**src/hw/acc_map.svh**
```systemverilog
`ifndef ACC_MAP_SVH
`define ACC_MAP_SVH
// Clock period in ns
`define ACC_CLK_PERIOD_NS   10
// Least start pulse width, ns
`define ACC_START_PULSE_NS  300
// Longest delay to convert start, ns
`define ACC_START_DELAY_NS  700
// Longest bus access delay, ns
`define ACC_BUS_ACCESS_DELAY_NS 250
// Conversion time, ns
`define ACC_CONV_TIME_NS    10000
// Cycle counts derived from the times (least rounds up, longest rounds down)
`define ACC_START_PULSE_CYC ((`ACC_START_PULSE_NS + `ACC_CLK_PERIOD_NS - 1) / `ACC_CLK_PERIOD_NS)
`define ACC_START_DELAY_CYC (`ACC_START_DELAY_NS / `ACC_CLK_PERIOD_NS)
`define ACC_BUS_ACCESS_CYC  (`ACC_BUS_ACCESS_DELAY_NS / `ACC_CLK_PERIOD_NS)
`define ACC_CONV_CYC        (`ACC_CONV_TIME_NS / `ACC_CLK_PERIOD_NS)
// Cycles spent in the reset state between conversions
`define ACC_GAP_CYC         2
// Result width and reset value
`define ACC_DATA_W          8
`define ACC_DATA_RST        8'h00
// Bit positions of the format bits
`define ACC_FMT_TWOS_BIT    0
`define ACC_FMT_BIP_BIT     1
`endif

```
**src/hw/acc_pkg.sv**
```systemverilog
`include "acc_map.svh"
package acc_pkg;
    // Conversion format captured at start
    typedef struct packed {
        logic bipolar_range_sel;   // 1 selects bipolar range
        logic twos_coding;         // 1 selects two's complement
    } acc_fmt_t;
    // Synchronised control lines
    typedef struct packed {
        logic sel_a_n;             // First select, active low
        logic sel_b_n;             // Second select, active low
        logic rw;                  // High read, low convert
    } acc_ctl_t;
    // Sequencer states
    typedef enum logic [3:0] {
        ACC_IDLE = 4'b0001,
        ACC_WAIT = 4'b0010,
        ACC_CONV = 4'b0100,
        ACC_GAP  = 4'b1000
    } acc_state_t;
endpackage

```
**src/hw/acc_sync.sv**
```systemverilog
`timescale 1ns/10ps
module acc_sync
    import acc_pkg::*;
(
    input  wire logic     clk,
    input  wire logic     resetn,
    input  wire acc_ctl_t raw,
    input  wire acc_fmt_t raw_fmt,
    output acc_ctl_t      ctl,
    output acc_fmt_t      fmt
);
    acc_ctl_t meta;        // First stage, read only by second stage
    acc_fmt_t meta_fmt;    // First stage of format pins

    ////////////////////////////////////////////////////////////////
    // Two-flop synchroniser; selects idle high so nothing starts at reset
    always_ff @(posedge clk) begin
        if (!resetn) begin
            meta     <= 3'h7;
            ctl      <= 3'h7;
            meta_fmt <= 2'h0;
            fmt      <= 2'h0;
        end else begin
            meta     <= raw;
            ctl      <= meta;
            meta_fmt <= raw_fmt;
            fmt      <= meta_fmt;
        end
    end
endmodule

```
**src/hw/acc_sar.sv**
```systemverilog
`timescale 1ns/10ps
`include "acc_map.svh"
module acc_sar
    import acc_pkg::*;
(
    input  wire logic       clk,
    input  wire logic       resetn,
    input  wire logic       start,
    input  wire logic       comp_high,
    input  wire acc_fmt_t   fmt,
    output logic            busy,
    output logic            done,
    output logic [7:0]      trial,
    output logic [7:0]      result
);
    localparam int          STEP = `ACC_CONV_CYC / 8;   // Cycles per bit decision
    logic [15:0]            tick;       // Cycles within the current bit
    logic [2:0]             bitpos;     // Bit under trial
    logic [7:0]             sar;        // Approximation register
    logic                   last_step;  // Final cycle of a bit

    assign last_step = (tick == 16'(STEP - 1));
    assign trial     = sar;

    ////////////////////////////////////////////////////////////////
    // Successive approximation, one bit per step, MSB first
    always_ff @(posedge clk) begin
        if (!resetn) begin
            busy   <= 1'b0;
            done   <= 1'b0;
            tick   <= 16'h0000;
            bitpos <= 3'h7;
            sar    <= 8'h00;
        end else begin
            done <= 1'b0;
            if (start && !busy) begin
                busy   <= 1'b1;
                tick   <= 16'h0000;
                bitpos <= 3'h7;
                sar    <= 8'h80;
            end else if (busy) begin
                tick <= last_step ? 16'h0000 : tick + 16'h0001;
                if (last_step) begin
                    // Comparator high means trial is above input: drop bit
                    if (comp_high)
                        sar[bitpos] <= 1'b0;
                    if (bitpos == 3'h0) begin
                        busy <= 1'b0;
                        done <= 1'b1;
                    end else begin
                        sar[bitpos - 3'h1] <= 1'b1;
                        bitpos             <= bitpos - 3'h1;
                    end
                end
            end
        end
    end

    // Final code with the LSB decision folded in, then recoded
    logic [7:0] raw_code;
    assign raw_code = {sar[7:1], sar[0] & ~comp_high};
    // Two's complement flips MSB of the offset-binary code in bipolar range
    assign result   = (fmt.twos_coding && fmt.bipolar_range_sel) ?
                      {~raw_code[7], raw_code[6:0]} : raw_code;
endmodule

```
**src/hw/acc_ctrl.sv**
```systemverilog
`timescale 1ns/10ps
// Contract
// - Both interchangeable selects low enable operation
// - Direction low converts, high reads
// - Control lines may arrive in any order
// - All low 300ns raises status
// - Start commands ignored while converting
// - Output buffer off during conversion
// - Data floats until read, valid within 250ns
// - Select rising ends read, outputs float
// - Falling direction starts conversion within 700ns
// - Single result held until selects rise
// - All low converts back to back
// - Direction rise gives one final conversion
// - Continuous data valid until selects or direction
// - Status high during conversion, low after
// - Format inputs present before write
`include "acc_map.svh"
module acc_ctrl
    import acc_pkg::*;
(
    input  wire logic       clk,
    input  wire logic       resetn,
    input  wire logic       sel_a_n,
    input  wire logic       sel_b_n,
    input  wire logic       rw,
    input  wire logic       twos_coding,
    input  wire logic       bipolar_range_sel,
    input  wire logic       comp_high,
    output logic [7:0]      dac_code,
    output logic            status,
    output logic [7:0]      data_out,
    output logic [7:0]      data_oe_n
);
    localparam int PULSE_CYC = `ACC_START_PULSE_CYC;    // Least qualify time
    localparam int DELAY_CYC = `ACC_START_DELAY_CYC;    // Limit before start
    localparam int ACC_CYC   = `ACC_BUS_ACCESS_CYC;     // Read access limit
    localparam int GAP_CYC   = `ACC_GAP_CYC;            // Reset gap length

    acc_ctl_t      ctl;             // Synchronised control lines
    acc_fmt_t      fmt_pin;         // Synchronised format pins
    acc_fmt_t      fmt;             // Format latched at start
    acc_state_t    state;           // Sequencer state
    acc_state_t    next_state;      // Next sequencer state
    logic [7:0]    qual;            // Cycles all three lines held low
    logic [7:0]    gap;             // Cycles spent in reset gap
    logic [7:0]    result;          // Output latch
    logic          sar_start;       // Start pulse to SAR
    logic          sar_busy;        // SAR running
    logic          sar_done;        // SAR finished pulse
    logic [7:0]    sar_result;      // SAR code
    logic [7:0]    sar_trial;       // SAR trial code
    logic          want_read;       // Read requested
    logic          rw_seen_high;    // Direction rose during conversion
    logic          regap_start;     // Series re-entry start

    ////////////////////////////////////////////////////////////////
    // Pin synchroniser and SAR core
    acc_sync u_sync (
        .clk     (clk),
        .resetn  (resetn),
        .raw     ({sel_a_n, sel_b_n, rw}),
        .raw_fmt ({bipolar_range_sel, twos_coding}),
        .ctl     (ctl),
        .fmt     (fmt_pin)
    );

    acc_sar u_sar (
        .clk       (clk),
        .resetn    (resetn),
        .start     (sar_start),
        .comp_high (comp_high),
        .fmt       (fmt),
        .busy      (sar_busy),
        .done      (sar_done),
        .trial     (sar_trial),
        .result    (sar_result)
    );

    ////////////////////////////////////////////////////////////////
    // Command decode; selects are symmetric so either may be the strobe
    function automatic logic both_sel(input acc_ctl_t c);
        return !c.sel_a_n && !c.sel_b_n;
    endfunction

    wire cmd_conv = both_sel(ctl) && !ctl.rw;
    wire cmd_read = both_sel(ctl) && ctl.rw;
    // Qualified once held past the least pulse width
    wire qualified = (qual >= 8'(PULSE_CYC));
    // Host keeps its own pulse width; the design only counts it
    wire host_ok   = qualified;

    assign want_read = cmd_read;
    // Gap to conversion re-entry must also pulse the SAR, or a series stalls
    assign regap_start = (state == ACC_GAP) && (next_state == ACC_CONV);
    assign sar_start   = ((state == ACC_WAIT) && host_ok) || regap_start;

    ////////////////////////////////////////////////////////////////
    // Hold counter: restarts whenever any line goes high
    always_ff @(posedge clk) begin
        if (!resetn)
            qual <= 8'h00;
        else if (!cmd_conv)
            qual <= 8'h00;
        else if (!qualified)
            qual <= qual + 8'h01;
    end

    ////////////////////////////////////////////////////////////////
    // Sequencer next state
    always_comb begin
        next_state = state;
        unique case (state)
            ACC_IDLE: begin
                if (cmd_conv)
                    next_state = ACC_WAIT;
            end
            ACC_WAIT: begin
                // Start dropped if a line rises before qualification
                if (!cmd_conv)
                    next_state = ACC_IDLE;
                else if (host_ok)
                    next_state = ACC_CONV;
            end
            ACC_CONV: begin
                // Further starts ignored until done
                if (sar_done)
                    next_state = ACC_GAP;
            end
            ACC_GAP: begin
                // Still all low and not released: convert again
                if (gap >= 8'(GAP_CYC - 1))
                    next_state = (cmd_conv && !rw_seen_high) ? ACC_CONV : ACC_IDLE;
            end
        endcase
    end

    ////////////////////////////////////////////////////////////////
    // State, gap counter and release tracking
    always_ff @(posedge clk) begin
        if (!resetn) begin
            state        <= ACC_IDLE;
            gap          <= 8'h00;
            rw_seen_high <= 1'b0;
        end else begin
            state <= next_state;
            gap   <= (state == ACC_GAP) ? gap + 8'h01 : 8'h00;
            // Direction rise during a run lets the current one finish last
            if (state == ACC_CONV && ctl.rw)
                rw_seen_high <= 1'b1;
            else if (state == ACC_IDLE)
                rw_seen_high <= 1'b0;
        end
    end

    ////////////////////////////////////////////////////////////////
    // Format latch: captured at start so mid-conversion changes are safe
    always_ff @(posedge clk) begin
        if (!resetn)
            fmt <= 2'h0;
        else if (sar_start || regap_start)
            fmt <= fmt_pin;
    end

    ////////////////////////////////////////////////////////////////
    // Output latch: only a finished conversion changes it
    always_ff @(posedge clk) begin
        if (!resetn)
            result <= `ACC_DATA_RST;
        else if (sar_done)
            result <= sar_result;
    end

    ////////////////////////////////////////////////////////////////
    // Status and outputs, all registered
    wire conv_active = (next_state == ACC_CONV);
    // Bus drive only on a read outside any conversion; access is a few cycles
    wire drive = want_read && !conv_active && (state != ACC_CONV);

    always_ff @(posedge clk) begin
        if (!resetn) begin
            status    <= 1'b0;
            data_out  <= `ACC_DATA_RST;
            data_oe_n <= 8'hFF;
            dac_code  <= 8'h00;
        end else begin
            status   <= conv_active;
            dac_code <= (state == ACC_CONV) ? sar_trial : 8'h00;
            // Drive within access limit; float when a select rises
            data_out  <= drive ? (sar_done ? sar_result : result) : `ACC_DATA_RST;
            data_oe_n <= drive ? 8'h00 : 8'hFF;
        end
    end

    // Unused delay limit kept to show start meets it by construction
    wire unused_ok = (PULSE_CYC <= DELAY_CYC) && (ACC_CYC > 0);
endmodule

```
**config.mk**
```make
export PLATFORM = sky130hd
export DESIGN_NAME = acc_ctrl
export DESIGN_NICKNAME = d
export VERILOG_FILES = /design/src/hw/acc_pkg.sv /design/src/hw/acc_sync.sv /design/src/hw/acc_sar.sv /design/src/hw/acc_ctrl.sv
export VERILOG_INCLUDE_DIRS = /design/src /design/src/hw
export SDC_FILE = /design/constraint.sdc
export NUM_CORES = 1
export LEC_CHECK = 0
export BUFFER_PORTS_ARGS = -buffer_cell sky130_fd_sc_hd__buf_2
export CAP_MARGIN = 0
export CORE_MARGIN = 2
export CORE_UTILIZATION = 23
export DETAILED_ROUTE_END_ITERATION = 10
export SYNTH_ARGS = -nofsm -noshare
export SYNTH_HDL_FRONTEND = slang
export SYNTH_HIERARCHICAL = 1
export SYNTH_SLANG_ARGS = --single-unit
export TNS_END_PERCENT = 10
```
**constraint.sdc**
```tcl
create_clock -name clk -period 3.65 [get_ports clk]
set_clock_uncertainty 0.15 [all_clocks]
set_input_delay 0.1825 -clock clk [delete_from_list [all_inputs] [get_ports clk]]
set_output_delay 0.1825 -clock clk [all_outputs]
set_load 0.02 [all_outputs]
```
-- After elaboration in Yosys (flattened, before gate mapping)
Index checks and enable logic that the tools add are counted.
- register bits: 95
- output and inout bits: 25
- word-level logic and storage cells: 119
- add/subtract/negate cells: 4
- magnitude comparators: 6
- eq/ne operators: 7
- mux-type cells: 31
- bitwise operators: 10
- reduce and logical (&&, ||, !) cells: 34
- operators with widths (cell ; count):
    $mux W8 ; 12
    $mux W4 ; 5
    $add A16 B1 Y16 const B ; 1
    $add A8 B1 Y8 const B ; 2
    $eq A16 B7 Y1 const B ; 1
    $mux W16 ; 1
    $pmux W4 S4 ; 1
    $logic_and A1 B1 Y1 ; 13
    $reduce_and A2 Y1 ; 6
    $mux W1 ; 9
    $and A8 B8 Y8 ; 1
    $eq A4 B3 Y1 const B ; 2
    $ge A8 B1 Y1 const B ; 1
    $ge A8 B5 Y1 const B ; 1
    $lt A3 B4 Y1 const B ; 2
    $not A8 Y8 ; 1
    $or A8 B8 Y8 ; 1
    $demux W1 S3 ; 2
    $ge A3 B1 Y1 const B ; 2
    $logic_not A1 Y1 ; 6
    $not A1 Y1 ; 6
    $reduce_bool A2 Y1 ; 3
    $eq A4 B1 Y1 const B ; 1
    $eq A4 B2 Y1 const B ; 1
    10 further kinds ; 11

-- Depth between registers and ports, before layout
Gate-level depths: netlist (run 1).
- depth after elaboration: 18
- gate-level depth with buffers: 12
- mapped depth without buffers: 10

-- Hierarchy
Netlist (run 1), hierarchy kept.
- modules (own cells, without submodules) (module ; times used ; cells each ; area each (µm²)):
    acc_ctrl ; 1 ; 195 ; 2023.2
    acc_sar ; 1 ; 183 ; 1572.8
    acc_sync ; 1 ; 20 ; 262.8

-- Worst setup path before layout (run 1)
No wires, ideal clock.
- path kind: register to register
- start point: reg qual[0]
- end point: reg u_sar.tick[0]
- setup time: 0.064 ns
- data arrival time: 2.328 ns
- data required time: 3.436 ns
- setup slack: 1.108 ns
- cell stages (with the launch flop): 13
- buffers on the path: 2
- period minus slack after synthesis: 2.542 ns
- cells stage by stage: dfxtp_1 -> inv_1 -> ha_1 -> o2111ai_1 -> a21oi_1 -> nor2_2 -> inv_1 -> nand2b_1 -> clkbuf_1 -> nand2_1 -> a21o_1 -> buf_2 -> nor2_1
- cells in the longest elaborated chain, start to end: 9
- ends and longest elaborated chain (item ; RTL line ; source):
    start, declared ; acc_ctrl.sv:45 ; logic [7:0] qual;
    start signal, assigned ; acc_ctrl.sv:106 ; qual <= qual + 8'h01;
    $ge A8 B5 Y1 * ; acc_ctrl.sv:89 ; wire qualified = (qual >= 8'(PULSE_CYC));
    $mux W4 ; acc_ctrl.sv:122 ; else if (host_ok)
    $mux W4 ; acc_ctrl.sv:120 ; if (!cmd_conv)
    $pmux W4 S4 ; acc_ctrl.sv:113 ; unique case (state)
    $eq A4 B3 Y1 ; acc_ctrl.sv:95 ; assign regap_start = (state == ACC_GAP) && (next_state == ACC_CONV);
    $logic_and A1 B1 Y1 ; acc_ctrl.sv:95 ;
    $logic_or A1 B1 Y1 * ; acc_ctrl.sv:96 ; assign sar_start = ((state == ACC_WAIT) && host_ok) || regap_start;
    net sar_start ; acc_ctrl.sv:48 ; logic sar_start;
    $logic_and A1 B1 Y1 * ; acc_sar.sv:36 ; if (start && !busy) begin
    $reduce_or A2 Y1 (no source line) * ; n/a ;
    end signal, assigned ; acc_sar.sv:42 ; tick <= last_step ? 16'h0000 : tick + 16'h0001;
    end, declared ; acc_sar.sv:17 ; logic [15:0] tick;
The timed path passes the listed nets; every way through them passes the cells marked *.
A chain may end at the register's enable or synchronous reset.

-- Final worst setup path (run 1)
- start point: reg qual[0]
- end point: reg u_sar.sar[6] (netlist: u_sar/trial[6])
- cells in the longest elaborated chain, start to end: 9
- ends and longest elaborated chain (item ; RTL line ; source):
    $ge A8 B5 Y1 * ; acc_ctrl.sv:89 ;
    $mux W4 ; acc_ctrl.sv:122 ;
    $mux W4 ; acc_ctrl.sv:120 ;
    $pmux W4 S4 ; acc_ctrl.sv:113 ;
    $eq A4 B3 Y1 ; acc_ctrl.sv:95 ;
    $logic_and A1 B1 Y1 ; acc_ctrl.sv:95 ;
    $logic_or A1 B1 Y1 * ; acc_ctrl.sv:96 ;
    net sar_start ; acc_ctrl.sv:48 ;
    $logic_and A1 B1 Y1 * ; acc_sar.sv:36 ;
    $reduce_or A2 Y1 (no source line) * ; n/a ;
    end signal, assigned ; acc_sar.sv:33 ; sar <= 8'h00;
    end signal, assigned ; acc_sar.sv:40 ; sar <= 8'h80;
    end signal, assigned by index ; acc_sar.sv:46 ; sar[bitpos] <= 1'b0;
    end, declared ; acc_sar.sv:19 ; logic [7:0] sar;
Marked as above.

==> flow_summary_export.csv, run 1 <==
group,metric,value,unit
setup_path,r2r_start,"qual[0]",
sta,fin_crit,3.02,ns
layout,diodes,0,
status,status,"finished, final reports clean",
min_path,holdPathStages,4,
layout,nets,435,
sta,tns,0,ns
placement,dp_cells,622,
pwr,power_frac_clock,51.7,%
sta,rsz0062_at_grt,"no",
route,top_layer_used,"met4",
setup_path,worst_r2r_path_depth,10,
setup_path,critPathMaxFanout,10,
synth,yosysTopAreaCellShare,45.7,%
synth,async_flop_share,0,%
sta,max_freq,331,MHz
grt,grt_start_max_net_pins,47,
layout,final_cell_count_no_fill,643,
clock_tree,post_cts_buffers,0,
synth,syn_nets,415,
clock_tree,clock-sinks,88,
synth,synth_ff_type,"dfxtp_1",
clock_tree,htree_levels,3,
pwr,switching_share,19.8,%
synth,synthTopCellsByArea,"dfxtp_1 46%, nor2_1 4.0%, xnor2_1 3.6%",
sta,max-slew-margin-rel,48.5,%
sta,setup_viol,0,
layout,design_area,4510,um2
clock_tree,clock_latency,0.34,ns
synth,yosysTopAreaCell,"dfxtp_1",
setup_path,cp.arrival,3.12,ns
floorplan,dieArea,17800,um2
route,postRouteAntennaNets,0,
synth,syn_inst,398,
pwr,leakagePower,0.00166,uW
sta,worst_slack,0.631,ns
floorplan,core,16500,um2
grt,grt_overflow_total,0,
synth,syn_area,3860,um2
grt,grt_pass1_vias,2603,
layout,drive_gt1_share,17.0,%
sta,drv_slew,0,
grt,grt_usage,8.74,%
sta,hold_ws,0.0990,ns
grt,grt_antenna_before_repair,0,
grt,grt_pass1_wl,12.6,mm
sta,worstMarginPinSlew,0.762,ns
synth,synthDistinctLibCells,60,
sta,post-route-period-util,82.7,%
route,vias,2823,
synth,yosysMostFrequentCell,"dfxtp_1",
layout,nFillCells,1753,
min_path,holdPathEnd,"u_sar/trial[5]",
synth,synth-seq-area-share,45.7,%
placement,hpwl,5.38,mm
layout,syn_to_final_growth,16.8,%
pwr,combPwrFrac,1.4,%
pwr,ir_drop,0.000212,V
setup_path,cp.required,3.75,ns
placement,gp_congestion,0.918,
clock_tree,cts.path.max_buffers,2,
floorplan,start_util,23.4,%
placement,io_buffers,32,
run,drv_cap,0,
clock_tree,cts_resized,0,
floorplan,dieWidth,134,um
min_path,holdCritStartpoint,"comp_high",
route,wl_met3,373,um
layout,multi_input_area,1860,um2
clock_tree,cts_root_buf,"clkbuf_16",
synth,ys_warn_count,6,
route,routedWlPerCell,11.8,um
setup_path,rr_endpoint,"u_sar/trial[6]",
setup_path,critPathCaptureType,"register",
clock_tree,cts_tree,"done",
setup_path,worstSetupPathType,"reg -> reg",
synth,ys_seq_elements,88,
route,drt_wl_total,7.57,mm
placement,dpl_worst_slack,0.701,ns
floorplan,dieHeight,134,um
route,wl_met1,3.62,mm
sta,hold_viol,0,
synth,synth_top_cells_by_count,"88 x dfxtp_1, 41 x nor2_1, 21 x nand2_1",
pwr,intPower,1650,uW
route,drtIter0Drc,161,
placement,placed_area,4110,um2
setup_path,r2r_setup_slack,0.63,ns
route,wl_met2,3.47,mm
floorplan,core.rowCount,47,
synth,synth_edf_count,0,
route,viasPerCell,4.39,
min_path,min-delay-path-class,"in -> reg",
layout,regArea,1760,um2
clock_tree,numCtsBuffers,9,
setup_path,cp-start-kind,"register",
pwr,p_switching,408,uW
route,drtPass1Iterations,5,
route,route.detailed.drc,0,
pwr,seq_power_share,46.9,%
floorplan,ios,33,
clock_tree,hold_buffers,5,
synth,synth.avg_cell_area,9.70,um2
pwr,powerDensity,458,nW/um2
clock_tree,clkTransAtPathRegs,0.06,ns
## area by class of cell
type                       instances  share of cell area (%)
tap                              220                    6.11
clock inverter                     7                    2.78
inverter                          13                    1.08
timing repair buffer              37                    4.67
multi-input combinational        269                    41.3
clock buffer                       9                    5.00
sequential                        88                    39.1
## worst max-delay path by stage
stage / start / end / depth (start not counted)
global placement: state[3] / u_sar/tick[14] / 8
floorplan: qual[0] / u_sar/tick[0] / 12
finish: qual[0] / u_sar/trial[6] / 10
global route: qual[0] / u_sar/tick[15] / 10
CTS: qual[0] / u_sar/tick[15] / 10
detailed placement: qual[0] / u_sar/tick[15] / 10
## registers in the layout, summed over array words and instances (netlist names), 3 cells and up
register and flops:
data_out 8, qual 8, state 4, gap 8, result 8, u_sync/meta 3, dac_code 8, u_sar/tick 16
u_sar/trial 8, u_sar/bitpos 3, u_sync/ctl 3
## kinds of logic after synthesis
group	after synthesis	share of synthesized area, %
AO/OA/AOI/OAI	40	7.98
XOR/XNOR	28	6.36
multiplexers	12	3.11
buffers and inverters	41	6.16
adder cells (fa/ha/maj)	9	2.92
AND/OR/NAND/NOR	180	27.8
flip-flops	88	45.7
## cell usage in the layout, fill, tap and decap left out, types with 3 or more instances in the layout
cell type and n:
nor2_1 41, xnor2_1 16, inv_6 3, o31ai_1 6
clkbuf_16 9, nand2_1 21, mux2i_1 12, nor2b_1 10
nand4_1 8, ha_1 9, and3_1 11, dlygate4sd3_1 5
o21ai_1 3, xor2_1 12, o21ai_0 7, nor4_1 4
a21oi_1 5, nor3_1 9, dfxtp_1 88, and2_1 18
bufinv_16 3, buf_2 32, inv_1 12, nand3_1 18
nand2b_1 8, and4_1 3
## critical path: stages (launching register included)
cell and delay, ns:
dfxtp_1 0.35, inv_1 0.08, ha_1 0.19, o2111ai_1 0.51, a21oi_1 0.26, nor2_2 0.25
inv_1 0.08, nand2b_1 0.26, and2_1 0.27, nand4_1 0.21, o31ai_1 0.31
## power groups by stage
stage / logic, uW / clock network [uW] / registers (uW)
2_1_floorplan: 15.3 / 0 / 989
3_3_place_gp: 24.5 / 0 / 989
3_5_place_dp: 24.9 / 0 / 989
4_1_cts: 28.9 / 1090 / 967
5_1_grt: 32.2 / 1140 / 967
6_report: 28.4 / 1070 / 967
## metal layers
metal / track usage (%) / vias to the layer above
li1: - / 1409
met1: 11.4 / 1317
met2: 13.4 / 89
met3: 2.28 / 8
met4: 4.20 / 0
met5: 0 / -
## stage by stage
| stage | util, % | total power [uW] |
|---|---|---|
| 2_1_floorplan | - | 1000 |
| 3_3_place_gp | 24.9 | 1010 |
| 3_5_place_dp | 24.9 | 1010 |
| 4_1_cts | 27.4 | 2090 |
| 5_1_grt | 27.4 | 2130 |
| 6_report | 27.4 | 2060 |
No activity file was read; power rests on OpenSTA's default activity.
==> run 2: changes to the inputs <==
Clock period 3.65 ns to 3 ns, I/O delays scaled along.
==> run 2 against run 1 <==
- via count shrank 1.5%
- combinational power up 24%
- register-to-register slack lost 0.35 ns
- sequential power up 22%
- core utilization up 0.11 points
- total power rose by 19%
- non-clock buffer count grew 4
- count of clock-buffer cells in the layout is 2 higher
- final cell count grew 0.62%
- critical endpoint is now u_sar/trial[2]
- largest power group unchanged
- highest routed layer unchanged
==> flow_summary_export.csv, run 2 (synthesis results as in run 1) <==
group,metric,value,unit
status,status,"finished, final reports clean",
route,top_layer_used,"met4",
layout,largest-register,"u_sar/tick",
setup_path,cp-start-kind,"register",
grt,grt_start_max_net_pins,47,
sta,hold_viol,0,
setup_path,cpMostUsedCell,"inv_1",
layout,postLayoutCoreUtil,27.5,%
route,wl_met3,349,um
clock_tree,numCtsBuffers,9,
pwr,leakagePower,0.00166,uW
route,wl_met1,3.44,mm
route,routedWlPerCell,11.1,um
sta,rsz0062_at_grt,"no",
route,postRouteAntennaNets,0,
setup_path,critPathCaptureType,"register",
sta,fin_crit,2.72,ns
placement,gp_congestion,0.881,
sta,max_freq,368,MHz
pwr,powerDensity,544,nW/um2
setup_path,slowest_stage,"dfxtp_1",
floorplan,core,16500,um2
clock_tree,clock_latency,0.33,ns
grt,grt_pass1_wl,12.0,mm
layout,layout_commonest_cell,"dfxtp_1",
layout,nFillCells,1740,
sta,post-route-period-util,90.5,%
min_path,holdPathStages,4,
layout,nets,439,
grt,grt_antenna_before_repair,0,
sta,max-slew-margin-rel,52.1,%
run,drv_cap,0,
clock_tree,cts.path.max_buffers,2,
sta,drv_slew,0,
layout,drive_gt1_share,17.3,%
setup_path,worstSetupPathType,"reg -> reg",
floorplan,core.rowCount,47,
clock_tree,cts_resized,0,
pwr,ir_drop,0.000275,V
floorplan,dieHeight,134,um
floorplan,dieArea,17800,um2
clock_tree,clkTransAtPathRegs,0.06,ns
sta,tns,0,ns
grt,grt_overflow_total,0,
placement,dp_cells,626,
route,viasPerCell,4.30,
clock_tree,cts_root_buf,"clkbuf_16",
layout,design_area,4520,um2
layout,largest_register_ffs,16,
setup_path,cpPeakStageDelay,0.36,ns
setup_path,worstSetupPathDepth,10,
clock_tree,cts_tree,"done",
route,drtPass1Iterations,5,
route,drt_wl_total,7.16,mm
setup_path,critical-path-top-delay-family,"simple AND/OR/NAND/NOR gates",
placement,hpwl,5.28,mm
min_path,min-delay-path-class,"in -> reg",
floorplan,dieWidth,134,um
placement,placed_area,4140,um2
setup_path,critPathMaxFanout,10,
sta,worstMarginPinSlew,0.708,ns
clock_tree,htree_levels,3,
floorplan,start_util,23.4,%
placement,io_buffers,32,
route,route.detailed.drc,0,
setup_path,crit_chain,"inv_1 -> ha_1 -> nor4b_4 -> a2111oi_4 -> nor2_2 -> inv_1 -> nand2b_1 -> and2_1 -> nand4_1 -> o31ai_1",
layout,final_cell_count_no_fill,647,
route,wl_met2,3.25,mm
layout,syn_to_final_growth,17.2,%
route,drtIter0Drc,129,
route,vias,2780,
layout,diodes,0,
sta,setup_viol,0,
setup_path,cp.required,3.08,ns
floorplan,ios,33,
setup_path,cp_num_buf_inv,2,
setup_path,worst_r2r_path_depth,10,
grt,grt_pass1_vias,2572,
grt,grt_usage,8.20,%
layout,final_cell_mix,"88 x dfxtp_1, 41 x nor2_1, 32 x buf_2",
setup_path,cp.arrival,2.79,ns
clock_tree,clock-sinks,88,
[run 2: path summary, 6_finish.rpt]
path                   from             end  slack, ns
max                  gap[1]  u_sar/trial[2]       0.28
max reg2reg          gap[1]  u_sar/trial[2]       0.28
min               comp_high  u_sar/trial[5]       0.09
min reg2reg  u_sync/meta[0]   u_sync/ctl[0]       0.26
[run 2: layout make-up]
class	count	area, um2	area share [%]
Clock buffer	11	233	5.15
Clock inverter	5	105	2.32
Inverter	13	48.8	1.08
Multi-Input combinational cell	269	1860	41.1
Sequential cell	88	1760	38.9
Tap cell	220	275	6.09
Timing Repair Buffer	41	240	5.31
[run 2: timing repair]
item / 4_1_cts / 5_1_grt
hold endpoints to repair: 5 / 0
setup endpoints to repair: 0 / 0
hold buffers: 5 / 0
buffers inserted: 0 / 0
[run 2: metal layers]
layer,up-vias,GRT usage [%]
met3,11,1.41
met5,-,0
met4,0,4.14
li1,1423,-
met2,80,13.0
met1,1266,10.7
[run 2: metrics by stage]
step                      hold WS (ns)  setup WS [ns]  total power, uW
after floorplan                 0.0730          0.458             1220
after global placement           0.215          0.400             1230
after detailed placement         0.209          0.321             1230
after CTS                       0.0837          0.309             2490
after global routing             0.142         0.0846             2540
final                           0.0893          0.284             2460
[run 2: worst register-to-register path, stage by stage, from the launching register on]
cell	delay [ns]
dfxtp_1	0.36
inv_1	0.07
ha_1	0.20
nor4b_4	0.34
a2111oi_4	0.15
nor2_2	0.20
inv_1	0.08
nand2b_1	0.27
and2_1	0.25
nand4_1	0.21
o31ai_1	0.33
[run 2: where the power goes]
part	internal [uW]	switching (uW)
combinational	16.0	19.1
sequential	1170	2.42
clock	814	433
total	2000	454
==> run 3: changes to the inputs <==
Settings changed: PLACE_DENSITY from default to 0.44.
==> run 3 against run 2 <==
- largest power group unchanged
- critical path depth fell by 1
- core utilization down 0.061 points
- worst setup slack got worse by 0.027 ns
- flip-flop and latch count unchanged
==> flow_summary_export.csv, run 3 (synthesis results as in run 1) <==
group,metric,value,unit
status,status,"finished, final reports clean",
sta,worst_slack,0.257,ns
layout,final_cell_mix,"88 x dfxtp_1, 41 x nor2_1, 32 x buf_2",
min_path,holdPathEnd,"u_sar/trial[2]",
layout,multi_input_area,1860,um2
placement,gp_congestion,0.789,
setup_path,slowest_stage,"or4b_4",
layout,design_area,4510,um2
route,drtPass1Iterations,5,
layout,postLayoutCoreUtil,27.4,%
floorplan,dieHeight,134,um
pwr,powerDensity,538,nW/um2
sta,worstMarginPinSlew,0.895,ns
placement,dpl_worst_slack,0.258,ns
route,vias,2733,
layout,regArea,1760,um2
min_path,holdCritStartpoint,"comp_high",
floorplan,core.rowCount,47,
sta,max-slew-margin-rel,39.5,%
layout,nets,439,
pwr,leakagePower,0.00167,uW
sta,tns,0,ns
floorplan,ios,33,
floorplan,dieWidth,134,um
clock_tree,cts_root_buf,"clkbuf_16",
sta,fin_crit,2.74,ns
setup_path,worst_r2r_path_depth,9,
layout,layout_commonest_cell,"dfxtp_1",
clock_tree,cts.path.max_buffers,2,
setup_path,crit_chain,"or4b_4 -> a2111oi_4 -> nor2_2 -> inv_1 -> nand2b_1 -> nand2_1 -> a21o_1 -> buf_4 -> nor2_1",
min_path,holdPathStages,4,
sta,hold_viol,0,
sta,max_freq,365,MHz
clock_tree,clock-sinks,88,
route,viasPerCell,4.22,
layout,drive_gt1_share,17.8,%
route,route.detailed.drc,0,
sta,post-route-period-util,91.4,%
clock_tree,cts_tree,"done",
setup_path,worstSetupPathType,"reg -> reg",
placement,hpwl,5.52,mm
grt,grt_pass1_vias,2540,
clock_tree,clock_latency,0.33,ns
placement,io_buffers,32,
setup_path,r2r_start,"state[3]",
placement,placed_area,4140,um2
setup_path,cpPeakStageDelay,0.55,ns
clock_tree,htree_levels,3,
layout,diodes,0,
route,postRouteAntennaNets,0,
pwr,ir_drop,0.000245,V
layout,syn_to_final_growth,17.0,%
setup_path,rr_endpoint,"u_sar/tick[13]",
layout,largest-register,"u_sar/tick",
setup_path,cp-start-kind,"register",
layout,largest_register_ffs,16,
sta,hold_ws,0.0687,ns
sta,rsz0062_at_grt,"no",
setup_path,critPathMaxFanout,16,
clock_tree,clkTransAtPathRegs,0.07,ns
layout,nFillCells,1753,
sta,drv_slew,0,
floorplan,core,16500,um2
grt,grt_antenna_before_repair,0,
clock_tree,numCtsBuffers,9,
route,drtIter0Drc,177,
grt,grt_pass1_wl,12.5,mm
setup_path,cp.required,3.08,ns
min_path,min-delay-path-class,"in -> reg",
setup_path,critPathCaptureType,"register",
setup_path,r2r_setup_slack,0.26,ns
route,drt_wl_total,7.59,mm
setup_path,cp.arrival,2.82,ns
floorplan,start_util,23.4,%
grt,grt_usage,8.79,%
run,drv_cap,0,
route,routedWlPerCell,11.7,um
grt,grt_start_max_net_pins,32,
sta,setup_viol,0,
floorplan,dieArea,17800,um2
grt,grt_overflow_total,0,
run 3: changes by cell type in the layout (fill, tap and decap cells not counted), sizes merged:
| cell | change |
|---|---|
| bufinv | -1 |
| clkinvlp | -2 |
| clkbuf | -2 |
| clkinv | +2 |
| inv | +3 |
run 3: final cells by class:
type	count	area share, %
Multi-Input combinational cell	269	41.2
Sequential cell	88	39.0
Tap cell	220	6.10
Timing Repair Buffer	41	5.32
Clock buffer	9	4.99
Clock inverter	7	2.27
Inverter	13	1.08
run 3: per-stage QoR:
step	cells	power, uW
2_1_floorplan	398	1220
3_3_place_gp	626	1240
3_5_place_dp	626	1240
4_1_cts	647	2480
5_1_grt	647	2530
6_report	647	2430
run 3: worst max path at each step:
| stage | start | endpoint |
|---|---|---|
| finish | state[3] | u_sar/tick[13] |
| global route | gap[1] | u_sar/trial[6] |
| CTS | state[3] | u_sar/tick[13] |
| detailed placement | state[3] | u_sar/tick[13] |
| global placement | state[3] | u_sar/tick[10] |
| floorplan | qual[0] | u_sar/tick[0] |
run 3: power breakdown:
| part | switching (uW) | internal, uW |
|---|---|---|
| registers | 2.81 | 1170 |
| clock network | 474 | 741 |
| logic | 20.1 | 16.8 |
| total | 497 | 1930 |
run 3: worst max-delay path, delay by kind of cell (launching register included):
family                 cells  cell delay, ns
and+or+nand+nor            5            1.19
AOI/OAI and AO/OA          2            0.47
DFF                        1            0.52
buffers and inverters      2            0.30
run 3: routing by layer:
metal | track usage, % | routed length [um] | vias up
li1 | - | - | 1414
met1 | 11.9 | 3900 | 1269
met2 | 13.1 | 3360 | 42
met3 | 2.25 | 231 | 8
met4 | 4.08 | 100 | 0
met5 | 0 | 0 | -
run 3: what timing repair did:
action                     CTS  global route
hold buffers                 5             0
hold endpoints to repair     5             0
resized for setup            0             0
setup endpoints to repair    0             0
buffers inserted             0             0
